--- src/rtl/awd_pkg.sv ---
// constants, addresses and types of the converter window detector
`default_nettype none
package awd_pkg;
  // ****************************************
  // register addresses
  // ****************************************
  localparam logic [7:0] ADDR_LTL  = 8'hC5;
  localparam logic [7:0] ADDR_LTH  = 8'hC6;
  localparam logic [7:0] ADDR_GTL  = 8'hC3;
  localparam logic [7:0] ADDR_GTH  = 8'hC4;
  localparam logic [7:0] ADDR_CTRL = 8'hE8;
  localparam logic [7:0] ADDR_CFG  = 8'hBC;
  localparam logic [7:0] ADDR_RESH = 8'hBE;
  localparam logic [7:0] ADDR_RESL = 8'hBD;

  // ****************************************
  // reset values
  // ****************************************
  localparam logic [7:0] RST_LT   = 8'h00;
  localparam logic [7:0] RST_GT   = 8'hFF;
  localparam logic [7:0] RST_CFG  = 8'hF8;
  localparam logic [7:0] RST_BYTE = 8'h00;

  // ****************************************
  // field positions
  // ****************************************
  localparam int CTRL_EN   = 7;
  localparam int CTRL_TM   = 6;
  localparam int CTRL_DONE = 5;
  localparam int CTRL_BUSY = 4;
  localparam int CTRL_WIN  = 3;
  localparam int CM_W      = 3;
  localparam int CFG_SC_LSB = 3;
  localparam int SC_W      = 5;
  localparam int CFG_LJST  = 2;
  localparam int DATA_W    = 10;
  localparam int PAD_W     = 6;
  localparam logic [CM_W-1:0] CM_SOFT = 3'h0;

  // ****************************************
  // timing in conversion clocks
  // ****************************************
  localparam int CONV_SAR_CLOCKS  = 10;
  localparam int TRACK_SAR_CLOCKS = 3;
  localparam int STEP_W           = 4;

  typedef enum logic [1:0] {ST_IDLE, ST_TRACK, ST_CONVERT} awd_state_type;
endpackage
`default_nettype wire

--- src/rtl/awd_adc_window_detector.sv ---
// converter sequencing, result registers and window detector
`default_nettype none
// What this block does
// - the less-than limit low byte is a read/write byte register reset to zero.
// - single-ended results compare as 10-bit unsigned numbers.
// - with less-than above greater-than, a match needs the result strictly between them.
// - otherwise a match needs the result below less-than or above greater-than.
// - differential results compare as 10-bit signed numbers.
// - a right-justified all-ones limit means minus one in differential mode.
// - left-justified results compare the same way against left-justified limits.
// - each conversion lasts at least ten conversion clocks before its result appears.
// - the window match flag sits at bit 3 of the control register and is sticky.
// - right-justified high byte bits 7 to 2 copy bit 1.
module awd_adc_window_detector (
  input  wire logic        clock,
  input  wire logic        rstn,
  input  wire logic [7:0]  sfr_addr,
  input  wire logic        sfr_wr,
  input  wire logic [7:0]  sfr_wdata,
  input  wire logic        sfr_rd,
  output logic      [7:0]  sfr_rdata,
  input  wire logic        ext_start,
  input  wire logic        differential_select,
  input  wire logic [9:0]  sample_value,
  output logic             window_match_flag,
  output logic             conv_done,
  output logic             conv_busy
);
  // ****************************************
  // register decode
  // ****************************************
  logic [7:0] less_than_limit_low_q;
  logic [7:0] less_than_limit_high_q;
  logic [7:0] greater_than_limit_low_q;
  logic [7:0] greater_than_limit_high_q;
  logic [awd_pkg::SC_W-1:0] sar_div_q;
  logic       left_justify_select_q;
  logic       en_q;
  logic       tm_q;
  logic [awd_pkg::CM_W-1:0] cm_q;
  logic [7:0] result_high_byte_q;
  logic [7:0] result_low_byte_q;
  logic [9:0] sample_q;
  awd_pkg::awd_state_type state_q;
  logic [awd_pkg::STEP_W-1:0] step_q;
  logic [awd_pkg::SC_W-1:0]   div_cnt_q;
  logic       result_write;
  logic       cmp_match;
  logic [15:0] new_word;

  wire ctrl_wr = sfr_wr && (sfr_addr == awd_pkg::ADDR_CTRL);
  wire cfg_wr  = sfr_wr && (sfr_addr == awd_pkg::ADDR_CFG);

  // justify a raw code into the 16-bit result word
  function automatic logic [15:0] justify(input logic [9:0] d, input logic lj);
    justify = lj ? {d, {awd_pkg::PAD_W{1'b0}}} : {{awd_pkg::PAD_W{d[9]}}, d};
  endfunction

  // limit registers, plain storage
  always_ff @(posedge clock or negedge rstn) begin
    if (!rstn) begin
      less_than_limit_low_q     <= awd_pkg::RST_LT;
      less_than_limit_high_q    <= awd_pkg::RST_LT;
      greater_than_limit_low_q  <= awd_pkg::RST_GT;
      greater_than_limit_high_q <= awd_pkg::RST_GT;
    end else if (sfr_wr) begin
      if (sfr_addr == awd_pkg::ADDR_LTL) less_than_limit_low_q <= sfr_wdata;
      if (sfr_addr == awd_pkg::ADDR_LTH) less_than_limit_high_q <= sfr_wdata;
      if (sfr_addr == awd_pkg::ADDR_GTL) greater_than_limit_low_q <= sfr_wdata;
      if (sfr_addr == awd_pkg::ADDR_GTH) greater_than_limit_high_q <= sfr_wdata;
    end
  end

  // configuration: clock divider and justification
  always_ff @(posedge clock or negedge rstn) begin
    if (!rstn) begin
      sar_div_q             <= awd_pkg::RST_CFG[7:awd_pkg::CFG_SC_LSB];
      left_justify_select_q <= awd_pkg::RST_CFG[awd_pkg::CFG_LJST];
    end else if (cfg_wr) begin
      sar_div_q             <= sfr_wdata[7:awd_pkg::CFG_SC_LSB];
      left_justify_select_q <= sfr_wdata[awd_pkg::CFG_LJST];
    end
  end

  // control fields that only software changes
  always_ff @(posedge clock or negedge rstn) begin
    if (!rstn) begin
      en_q <= 1'b0;
      tm_q <= 1'b0;
      cm_q <= awd_pkg::CM_SOFT;
    end else if (ctrl_wr) begin
      en_q <= sfr_wdata[awd_pkg::CTRL_EN];
      tm_q <= sfr_wdata[awd_pkg::CTRL_TM];
      cm_q <= sfr_wdata[awd_pkg::CM_W-1:0];
    end
  end

  // ****************************************
  // conversion sequencing
  // ****************************************
  // busy write starts only in software mode; other modes use the trigger pin
  wire soft_start = ctrl_wr && sfr_wdata[awd_pkg::CTRL_BUSY] && (cm_q == awd_pkg::CM_SOFT);
  wire hw_start   = (cm_q != awd_pkg::CM_SOFT) && ext_start;
  wire start_conv = en_q && (state_q == awd_pkg::ST_IDLE) && (soft_start || hw_start);
  wire sar_tick   = (state_q != awd_pkg::ST_IDLE) && (div_cnt_q == sar_div_q);

  // conversion clock as an enable: one tick every divider+1 cycles
  always_ff @(posedge clock or negedge rstn) begin
    if (!rstn) begin
      div_cnt_q <= '0;
    end else if (state_q == awd_pkg::ST_IDLE || sar_tick) begin
      div_cnt_q <= '0;
    end else begin
      div_cnt_q <= div_cnt_q + 1'b1;
    end
  end

  // state machine; the sample is held so a moving input cannot tear the result
  always_ff @(posedge clock or negedge rstn) begin
    if (!rstn) begin
      state_q  <= awd_pkg::ST_IDLE;
      step_q   <= '0;
      sample_q <= '0;
    end else begin
      case (state_q)
        awd_pkg::ST_IDLE: begin
          step_q <= '0;
          if (start_conv) begin
            sample_q <= sample_value;
            state_q  <= tm_q ? awd_pkg::ST_TRACK : awd_pkg::ST_CONVERT;
          end
        end
        awd_pkg::ST_TRACK: begin
          if (sar_tick) begin
            if (step_q == awd_pkg::STEP_W'(awd_pkg::TRACK_SAR_CLOCKS - 1)) begin
              step_q  <= '0;
              state_q <= awd_pkg::ST_CONVERT;
            end else begin
              step_q <= step_q + 1'b1;
            end
          end
        end
        awd_pkg::ST_CONVERT: begin
          if (sar_tick) begin
            if (step_q == awd_pkg::STEP_W'(awd_pkg::CONV_SAR_CLOCKS - 1)) begin
              step_q  <= '0;
              state_q <= awd_pkg::ST_IDLE;
            end else begin
              step_q <= step_q + 1'b1;
            end
          end
        end
        default: begin
          state_q <= awd_pkg::ST_IDLE;
          step_q  <= '0;
        end
      endcase
    end
  end

  assign result_write = (state_q == awd_pkg::ST_CONVERT) && sar_tick
                     && (step_q == awd_pkg::STEP_W'(awd_pkg::CONV_SAR_CLOCKS - 1));
  assign new_word = justify(sample_q, left_justify_select_q);

  // ****************************************
  // result and window decision
  // ****************************************
  always_ff @(posedge clock or negedge rstn) begin
    if (!rstn) begin
      result_high_byte_q <= awd_pkg::RST_BYTE;
      result_low_byte_q  <= awd_pkg::RST_BYTE;
    end else if (result_write) begin
      result_high_byte_q <= new_word[15:8];
      result_low_byte_q  <= new_word[7:0];
    end
  end

  awd_window_compare u_cmp (
    .word         (new_word),
    .gt_limit     ({greater_than_limit_high_q, greater_than_limit_low_q}),
    .lt_limit     ({less_than_limit_high_q, less_than_limit_low_q}),
    .signed_mode  (differential_select),
    .left_justify (left_justify_select_q),
    .match        (cmp_match)
  );

  // sticky flags: a hardware set beats a software clear in the same cycle
  always_ff @(posedge clock or negedge rstn) begin
    if (!rstn) begin
      window_match_flag <= 1'b0;
      conv_done         <= 1'b0;
    end else begin
      window_match_flag <= (result_write && cmp_match)
                        || (ctrl_wr ? sfr_wdata[awd_pkg::CTRL_WIN] : window_match_flag);
      conv_done <= result_write
                || (ctrl_wr ? sfr_wdata[awd_pkg::CTRL_DONE] : conv_done);
    end
  end

  // busy mirrors the sequencer, registered for a clean output
  always_ff @(posedge clock or negedge rstn) begin
    if (!rstn) begin
      conv_busy <= 1'b0;
    end else begin
      conv_busy <= start_conv || ((state_q != awd_pkg::ST_IDLE) && !result_write);
    end
  end

  // read data, one cycle after the read strobe; unknown addresses read zero
  always_ff @(posedge clock or negedge rstn) begin
    if (!rstn) begin
      sfr_rdata <= awd_pkg::RST_BYTE;
    end else if (sfr_rd) begin
      case (sfr_addr)
        awd_pkg::ADDR_LTL:  sfr_rdata <= less_than_limit_low_q;
        awd_pkg::ADDR_LTH:  sfr_rdata <= less_than_limit_high_q;
        awd_pkg::ADDR_GTL:  sfr_rdata <= greater_than_limit_low_q;
        awd_pkg::ADDR_GTH:  sfr_rdata <= greater_than_limit_high_q;
        awd_pkg::ADDR_CFG:  sfr_rdata <= {sar_div_q, left_justify_select_q, 2'b00};
        awd_pkg::ADDR_RESH: sfr_rdata <= result_high_byte_q;
        awd_pkg::ADDR_RESL: sfr_rdata <= result_low_byte_q;
        awd_pkg::ADDR_CTRL: sfr_rdata <= {en_q, tm_q, conv_done, conv_busy,
                                          window_match_flag, cm_q};
        default:            sfr_rdata <= awd_pkg::RST_BYTE;
      endcase
    end
  end

  wire [15:0] gt_w = {greater_than_limit_high_q, greater_than_limit_low_q};
  wire [15:0] lt_w = {less_than_limit_high_q, less_than_limit_low_q};
endmodule
`default_nettype wire

--- src/rtl/awd_window_compare.sv ---
// window decision on one justified result word
`default_nettype none
module awd_window_compare (
  input  wire logic [15:0] word,
  input  wire logic [15:0] gt_limit,
  input  wire logic [15:0] lt_limit,
  input  wire logic        signed_mode,
  input  wire logic        left_justify,
  output logic             match
);
  // ****************************************
  // widen to 17 bits so one signed compare serves both modes
  // ****************************************
  function automatic logic signed [16:0] widen(input logic [15:0] v, input logic sgn);
    widen = sgn ? {v[15], v} : {1'b0, v};
  endfunction

  logic signed [16:0] w_s;
  logic signed [16:0] gt_s;
  logic signed [16:0] lt_s;

  // unsigned right-justified words carry sign fill above bit 9; drop it
  always_comb begin
    if (!signed_mode && !left_justify) begin
      w_s = {7'h00, word[awd_pkg::DATA_W-1:0]};
    end else begin
      w_s = widen(word, signed_mode);
    end
    gt_s = widen(gt_limit, signed_mode);
    lt_s = widen(lt_limit, signed_mode);
  end

  // limit order picks inside or outside detection
  always_comb begin
    if (lt_s > gt_s) begin
      match = (w_s > gt_s) && (w_s < lt_s);
    end else begin
      match = (w_s < lt_s) || (w_s > gt_s);
    end
  end
endmodule
`default_nettype wire

--- config.mk ---
export PLATFORM = sky130hd
export DESIGN_NAME = awd_adc_window_detector
export DESIGN_NICKNAME = d
export VERILOG_FILES = /design/src/rtl/awd_pkg.sv /design/src/rtl/awd_adc_window_detector.sv /design/src/rtl/awd_window_compare.sv
export SDC_FILE = /design/constraint.sdc
export NUM_CORES = 1
export LEC_CHECK = 0
export ABC_AREA = 1
export BUFFER_PORTS_ARGS = -buffer_cell sky130_fd_sc_hd__buf_2
export CAP_MARGIN = 30
export CORE_MARGIN = 2
export CORE_UTILIZATION = 37
export DETAILED_ROUTE_END_ITERATION = 6
export PLACE_DENSITY = 0.54
export SYNTH_ARGS = -nofsm -noshare
export SYNTH_HDL_FRONTEND = slang
export SYNTH_HIERARCHICAL = 1
export SYNTH_SLANG_ARGS = --single-unit
--- constraint.sdc ---
create_clock -name clock -period 2.65 [get_ports clock]
set_clock_uncertainty 0.1 [all_clocks]
set_input_delay 0.265 -clock clock [delete_from_list [all_inputs] [get_ports clock]]
set_output_delay 0.265 -clock clock [all_outputs]
set_load 0.1 [all_outputs]
==> metrics.yaml, run 1 <==
placed_design:
  numPortBuffers: 42
  dp.final_hpwl_um: 13500
  gp_congestion: 0.869
  dp.cells: 1091
critical_path:
  regToRegStartpoint: "sample_q[9]$_DFFE_PN0P_"
  slowest_stage: "dfrtp_1"
  ff2ff_path_depth: 17
  endpoint: "window_match_flag$_DFF_PN0_"
  timing.rr.end: "window_match_flag$_DFF_PN0_"
  crit_top_cell: "nand2_1"
  crit_type: "flip-flop to flip-flop"
  worstPathRequired_ns: 2.79
  end_kind: "flip-flop"
  start_kind: "flip-flop"
  critPathLaunch: "sample_q[9]$_DFFE_PN0P_"
  reg2reg_slack_ns: 0.21
  max_stage_delay_ns: 0.42
  critPathMaxFanout: 4
  arrival_ns: 2.57
  crit_chain: "buf_4, nand2_1, inv_1, ha_1, inv_1, nor3_2, inv_1, nor2_2, nand3b_1, nand3_1, nand2_1, nand2_1, nand2_1, nand2_1, nand2_1, nand2_1, nand3_1"
global_route:
  grt_overflow_total: 0
  grt_max_degree: 52
  grt_pass1_wl_um: 27700
  track_usage: 0.216
  grt_pass1_vias: 5015
  antenna_found_initial: 0
timing:
  finalSetupViolations: 0
  grt_setup_unrepaired: "no"
  finalHoldViolCount: 0
  slew_headroom: 0.638
  drv_slew: 0
  layout_worst_path_cycle_share: 0.920
  fmaxAchievable_mhz: 410
  worst-slew-pin-transition_ns: 0.541
  min_period_ns: 2.44
layout:
  diodes: 0
  final_layout_size_suffix_gt1_frac: 0.169
  final_cell_mix: "287 x nand2_1, 113 x inv_1, 70 x dfrtp_1, 58 x nor2_1, 48 x ha_1"
  layoutNonFillerInstCount: 1109
  finalNetCount: 968
  layout_commonest_cell: "nand2_1"
  area_growth_pct: 15.6
  n_fill_cell: 1684
clock_network:
  clock-root-buffer: "clkbuf_16"
  clockBufferDepth: 2
  clk_latency_ns: 0.35
  htreeDepth: 3
  cts_tree: "done"
  cts_buffers: 9
  clkTransAtPathRegs_ns: 0.07
  cts.sinks: 91
die:
  die_area_um2: 17200
  die_h_um: 131
  num_rows: 46
  coreArea_um2: 15800
  io_pins: 43
  die_x_um: 131
  initial_core_util: 0.377
logic_synthesis:
  synth_seq_area_share: 0.386
  ys_ff_latch: 91
  synth.avg_cell_area_um2: 7.21
  synth_cells: 828
  syn-cell-area_um2: 5970
  ys_types: 39
  ys_top_cells_by_area: "dfrtp_1 29%, nand2_1 18%, ha_1 10%, dfstp_2 9.2%, inv_1 7.2%"
  synth_nets: 908
  yosysWarnings: 6
  yosys.area.top_type: "dfrtp_1"
  synth_top_area_share: 0.294
pwr:
  leakage_uw: 0.00359
  max-vdd-ir-drop_v: 0.000319
  total_power_uw: 3870
  powerDensity_nw_per_um2: 561
routing:
  drt_pass1_iterations: 5
  wl_um: 17700
  first_iter_violations: 404
  via_count: 5413
  viasPerCell: 4.88
  drc: 0
  wl_per_cell_um: 15.9
  ant_nets: 0
min_path:
  hp-class: "input port to flip-flop"
status:
  status: "complete, no violations"
job:
  max_cap_violations: 0
-- worst max-delay path: cells and delay by family (launching register included) --
family / cells / cell delay (ns)
and+or+nand+nor: 12 / 1.05
adders and majority gates: 1 / 0.36
DFF: 1 / 0.42
buffers and inverters: 4 / 0.41
-- state kept, by name, indices dropped and copies added (netlist names), 3 cells and up --
signal                     cells
sar_div_q                      5
result_high_byte_q             8
less_than_limit_high_q         8
result_low_byte_q              8
sample_q                      10
greater_than_limit_high_q      8
step_q                         4
less_than_limit_low_q          8
div_cnt_q                      5
greater_than_limit_low_q       8
cm_q                           3
sfr_rdata                      8
-- what timing repair did --
action                                  CTS  global route
gates resized for setup                   1            22
endpoints found under the hold margin    20             0
endpoints found under the setup margin    1             1
pin swaps                                 0             2
setup buffers                             0             1
hold buffers                              1             0
-- worst min-delay path by stage --
stage / from / end / slack (ns) / depth (start not counted)
final: sample_value[5] / sample_q[5]$_DFFE_PN0P_ / 0.05 / 3
after global routing: sample_value[0] / sample_q[0]$_DFFE_PN0P_ / 0.05 / 3
after floorplan: rstn / cm_q[0]$_DFFE_PN0N_ / -0.13 / 0
after global placement: rstn / div_cnt_q[2]$_DFF_PN0_ / 0.08 / 1
after CTS: sample_value[0] / sample_q[0]$_DFFE_PN0P_ / 0.04 / 3
after detailed placement: rstn / div_cnt_q[2]$_DFF_PN0_ / 0.08 / 1
-- area by class of cell --
| cell class | instances | area, um^2 | area share |
|---|---|---|---|
| Multi-Input combinational cell | 604 | 3190 | 0.462 |
| Sequential cell | 91 | 2300 | 0.334 |
| Inverter | 120 | 450 | 0.0653 |
| Timing Repair Buffer | 62 | 382 | 0.0553 |
| Tap cell | 216 | 270 | 0.0392 |
| Clock buffer | 11 | 243 | 0.0352 |
| Clock inverter | 5 | 60.1 | 0.00871 |
-- routing by layer --
layer | global-route usage | vias up | wire, um
met1 | 0.317 | 2513 | 8920
met4 | 0.0569 | 0 | 249
met2 | 0.336 | 123 | 7820
met5 | 0 | - | 0
met3 | 0.0309 | 16 | 665
li1 | - | 2761 | -
-- kinds of logic (layout without fill, tap and decap cells) --
logic type | Yosys count | after routing | share of synthesized area
AOI/OAI and AO/OA | 121 | 121 | 0.110
xor gates and xnor gates | 3 | 3 | 0.00440
adders and majority gates | 48 | 48 | 0.101
buffers and inverters | 133 | 198 | 0.0885
DFF | 91 | 91 | 0.386
and+or+nand+nor | 432 | 432 | 0.310
-- power by group --
| group | switching (uW) | total [uW] | internal (uW) |
|---|---|---|---|
| Combinational | 657 | 986 | 329 |
| Sequential | 77.4 | 1550 | 1470 |
| Clock | 571 | 1330 | 761 |
| Total | 1310 | 3870 | 2560 |
-- metrics by stage --
stage	instance area [um^2]	hold WS, ns	worst slack [ns]	setup TNS [ns]	utilization
after global placement	6520	0.0800	0.0839	0	0.412
after global routing	6900	0.0532	0.00916	0	0.436
after CTS	6830	0.0437	0.0228	0	0.432
final	6900	0.0496	0.212	0	0.436
after detailed placement	6520	0.0843	-0.00689	-0.00689	0.412
after floorplan	5970	-0.131	0.375	0	-
-- cells in the mapped netlist --
cell / number
a21boi_0: 2
a21oi_1: 25
a21oi_2: 9
and3_1: 1
buf_2: 5
buf_6: 3
clkbuf_1: 5
dfrtp_1: 70
dfstp_2: 21
ha_1: 48
inv_1: 114
inv_2: 6
nand2_1: 288
nand2_2: 8
nand2_4: 1
nand3_1: 28
nand3_2: 1
nand3b_1: 3
nand4_1: 14
nand4_2: 1
nor2_1: 63
nor2_2: 6
nor2_4: 1
nor2_8: 1
nor3_1: 6
nor3_2: 3
nor3_4: 2
nor3b_1: 1
nor4_1: 2
o211ai_1: 2
o21a_1: 1
o21ai_0: 42
o21ai_1: 38
o21bai_1: 1
o31ai_1: 1
or2_1: 1
or2_2: 1
xnor2_1: 1
xor2_1: 2
No activity file was read; power rests on OpenSTA's default activity.
==> run 2, diff against run 1 <==
ABC_AREA = default   (was 1)
CTS_CLUSTER_DIAMETER = 120   (was default)
==> run 2 against run 1 <==
The run now ends with negative setup slack left. Flip-flop and latch count did not move. Highest routed layer unchanged. Global-route usage up 0.28 points. Cell area fell by 0.89%. Combinational power is 6% higher.
==> metrics.yaml, run 2 <==
status:
  status: "finished, violations left"
  violations: "negative setup slack"
routing:
  viasPerCell: 5.59
  first_iter_violations: 375
  wl_um: 17300
  drt_pass1_iterations: 5
  via_count: 4827
  wl_per_cell_um: 20.1
  ant_nets: 0
  drc: 0
global_route:
  grt_max_degree: 47
  antenna_found_initial: 0
  grt_pass1_wl_um: 27400
  track_usage: 0.219
  grt_overflow_total: 0
  grt_pass1_vias: 4904
job:
  max_cap_violations: 0
logic_synthesis:
  ys_top_cells_by_area: "dfrtp_1 30%, mux2_2 13%, ha_1 10%, dfstp_2 9.5%, nand2_1 3.6%"
  ys_types: 66
  synth_cells: 570
  yosysWarnings: 6
  ys_ff_latch: 91
  yosysMostFrequentCell: "dfrtp_1"
  synth_commonest_cells: "70 x dfrtp_1, 66 x mux2_2, 55 x nand2_1"
  ys.flop_type: "dfrtp_1"
  synthArstFlopShare: 1.00
  synth_edf_count: 0
  synth_top_area_share: 0.302
  yosys.area.top_type: "dfrtp_1"
  synth_seq_area_share: 0.398
  syn-cell-area_um2: 5790
  synth.avg_cell_area_um2: 10.2
  synth_nets: 650
layout:
  largest_reg_flops: 10
  n_fill_cell: 1450
  layoutNonFillerInstCount: 863
  layout_commonest_cell: "dfrtp_1"
  finalNetCount: 727
  final_layout_size_suffix_gt1_frac: 0.319
  area_growth_pct: 18.0
  top_register: "sample_q"
  diodes: 0
  final_cell_mix: "69 x dfrtp_1, 64 x mux2_2, 55 x nand2_1, 46 x ha_1, 43 x inv_1"
timing:
  drv_slew: 0
  worst-slew-pin-transition_ns: 0.689
  setup_ws_ns: -0.155
  slew_headroom: 0.541
  finalSetupViolations: 1
  finalHoldViolCount: 0
  min_period_ns: 2.80
  grt_setup_unrepaired: "yes"
  fmaxAchievable_mhz: 357
  layout_worst_path_cycle_share: 1.06
pwr:
  max-vdd-ir-drop_v: 0.000488
  leakage_uw: 0.00316
  powerDensity_nw_per_um2: 566
placed_design:
  dp.cells: 846
  numPortBuffers: 42
  gp_congestion: 0.944
  pre_cts_slack_ns: -0.214
  dp.final_hpwl_um: 13700
critical_path:
  critPathMaxFanout: 6
  arrival_ns: 2.93
  crit_type: "flip-flop to flip-flop"
  end_kind: "flip-flop"
  start_kind: "flip-flop"
  worstPathRequired_ns: 2.77
  ff2ff_path_depth: 11
clock_network:
  cts_tree: "done"
  clock-root-buffer: "clkbuf_16"
  clk_latency_ns: 0.35
  cts.sinks: 91
  htreeDepth: 3
  post_cts_buffers: 0
  clkTransAtPathRegs_ns: 0.06
  cts_buffers: 9
  clockBufferDepth: 2
min_path:
  hp-class: "input port to flip-flop"
  whs_path_depth: 2
die:
  die_area_um2: 16700
  die_h_um: 129
  die_x_um: 129
  num_rows: 45
  io_pins: 43
  initial_core_util: 0.380
  coreArea_um2: 15300
==> run 2: cell count changes after synthesis, moves of 16 or more <==
| cell | previous run | this run |
|---|---|---|
| o21ai_1 | 38 | 0 |
| a31oi_1 | 0 | 16 |
| inv_1 | 114 | 43 |
| nand2_1 | 288 | 55 |
| o21ai_0 | 42 | 14 |
| nor2_1 | 63 | 30 |
| mux2_2 | 0 | 66 |
==> run 2: final cells by class <==
type	count	area (um^2)	area share
Multi-Input combinational cell	418	3310	0.483
Sequential cell	91	2300	0.337
Timing Repair Buffer	84	543	0.0794
Tap cell	211	264	0.0386
Clock buffer	13	240	0.0351
Inverter	43	161	0.0236
Clock inverter	3	18.8	0.00274
==> run 2: per-stage QoR <==
step	cell area, um^2	hold slack (ns)	setup TNS, ns	total power [uW]	utilization
after global routing	6840	0.0463	-0.271	4080	0.448
after CTS	6820	0.0343	-0.143	3880	0.447
final	6840	0.0443	-0.155	3870	0.448
after floorplan	5830	-0.131	-0.109	2340	-
after global placement	6540	0.218	-0.146	2660	0.428
after detailed placement	6540	0.225	-0.214	2700	0.428
==> run 2: critical path, cell delays in order, from the launching register on <==
cell and delay [ns]:
dfrtp_2 0.46, mux2_4 0.34, ha_4 0.22, a211o_1 0.27, a21oi_2 0.13, o211ai_2 0.10
a21oi_2 0.20, a221oi_2 0.07, o41a_1 0.37, maj3_2 0.30, nand2_1 0.06, nand3_1 0.06
==> run 2: what timing repair did <==
| action | 4_1_cts | 5_1_grt |
|---|---|---|
| hold buffers | 1 | 0 |
| hold endpoints to repair | 38 | 0 |
| resized for setup | 3 | 4 |
| pin swaps | 4 | 0 |
| endpoints found under the setup margin | 1 | 1 |
==> run 2: routing by layer <==
metal | wire length [um] | GRT usage | vias to the layer above
met3 | 766 | 0.0380 | 27
li1 | - | - | 2242
met5 | 0 | 0 | -
met4 | 465 | 0.0927 | 0
met2 | 8230 | 0.356 | 136
met1 | 7850 | 0.289 | 2422
==> run 2: final timing paths <==
kind | slack (ns) | to | from
setup / recovery | -0.15 | window_match_flag$_DFF_PN0_ | left_justify_select_q$_DFFE_PN0P_
hold / removal | 0.04 | sample_q[7]$_DFFE_PN0P_ | sample_value[7]
setup reg to reg | -0.15 | window_match_flag$_DFF_PN0_ | left_justify_select_q$_DFFE_PN0P_
hold reg to reg | 0.38 | sfr_rdata[0]$_DFFE_PN0P_ | sfr_rdata[0]$_DFFE_PN0P_
max in group asynchronous | 1.36 | sar_div_q[2]$_DFFE_PN1P_ | rstn
min in group asynchronous | 0.37 | en_q$_DFFE_PN0N_ | rstn
==> run 2: cell families (layout without fill, tap and decap cells) <==
logic type / after synthesis / in the layout / share of synthesized area
simple gates: 170 / 170 / 0.153
fa+ha+maj: 50 / 50 / 0.107
mux: 76 / 76 / 0.146
flops: 91 / 91 / 0.398
buf+inv: 61 / 143 / 0.0417
xor+xnor: 9 / 9 / 0.0136
compound gates: 113 / 113 / 0.142
==> run 2: where the power goes <==
part | internal, uW | switching, uW | total, uW | leakage [uW]
Sequential | 1520 | 125 | 1650 | 0.00118
Combinational | 431 | 623 | 1050 | 0.00186
Clock | 636 | 531 | 1170 | 0.000128
Total | 2590 | 1280 | 3870 | 0.00316
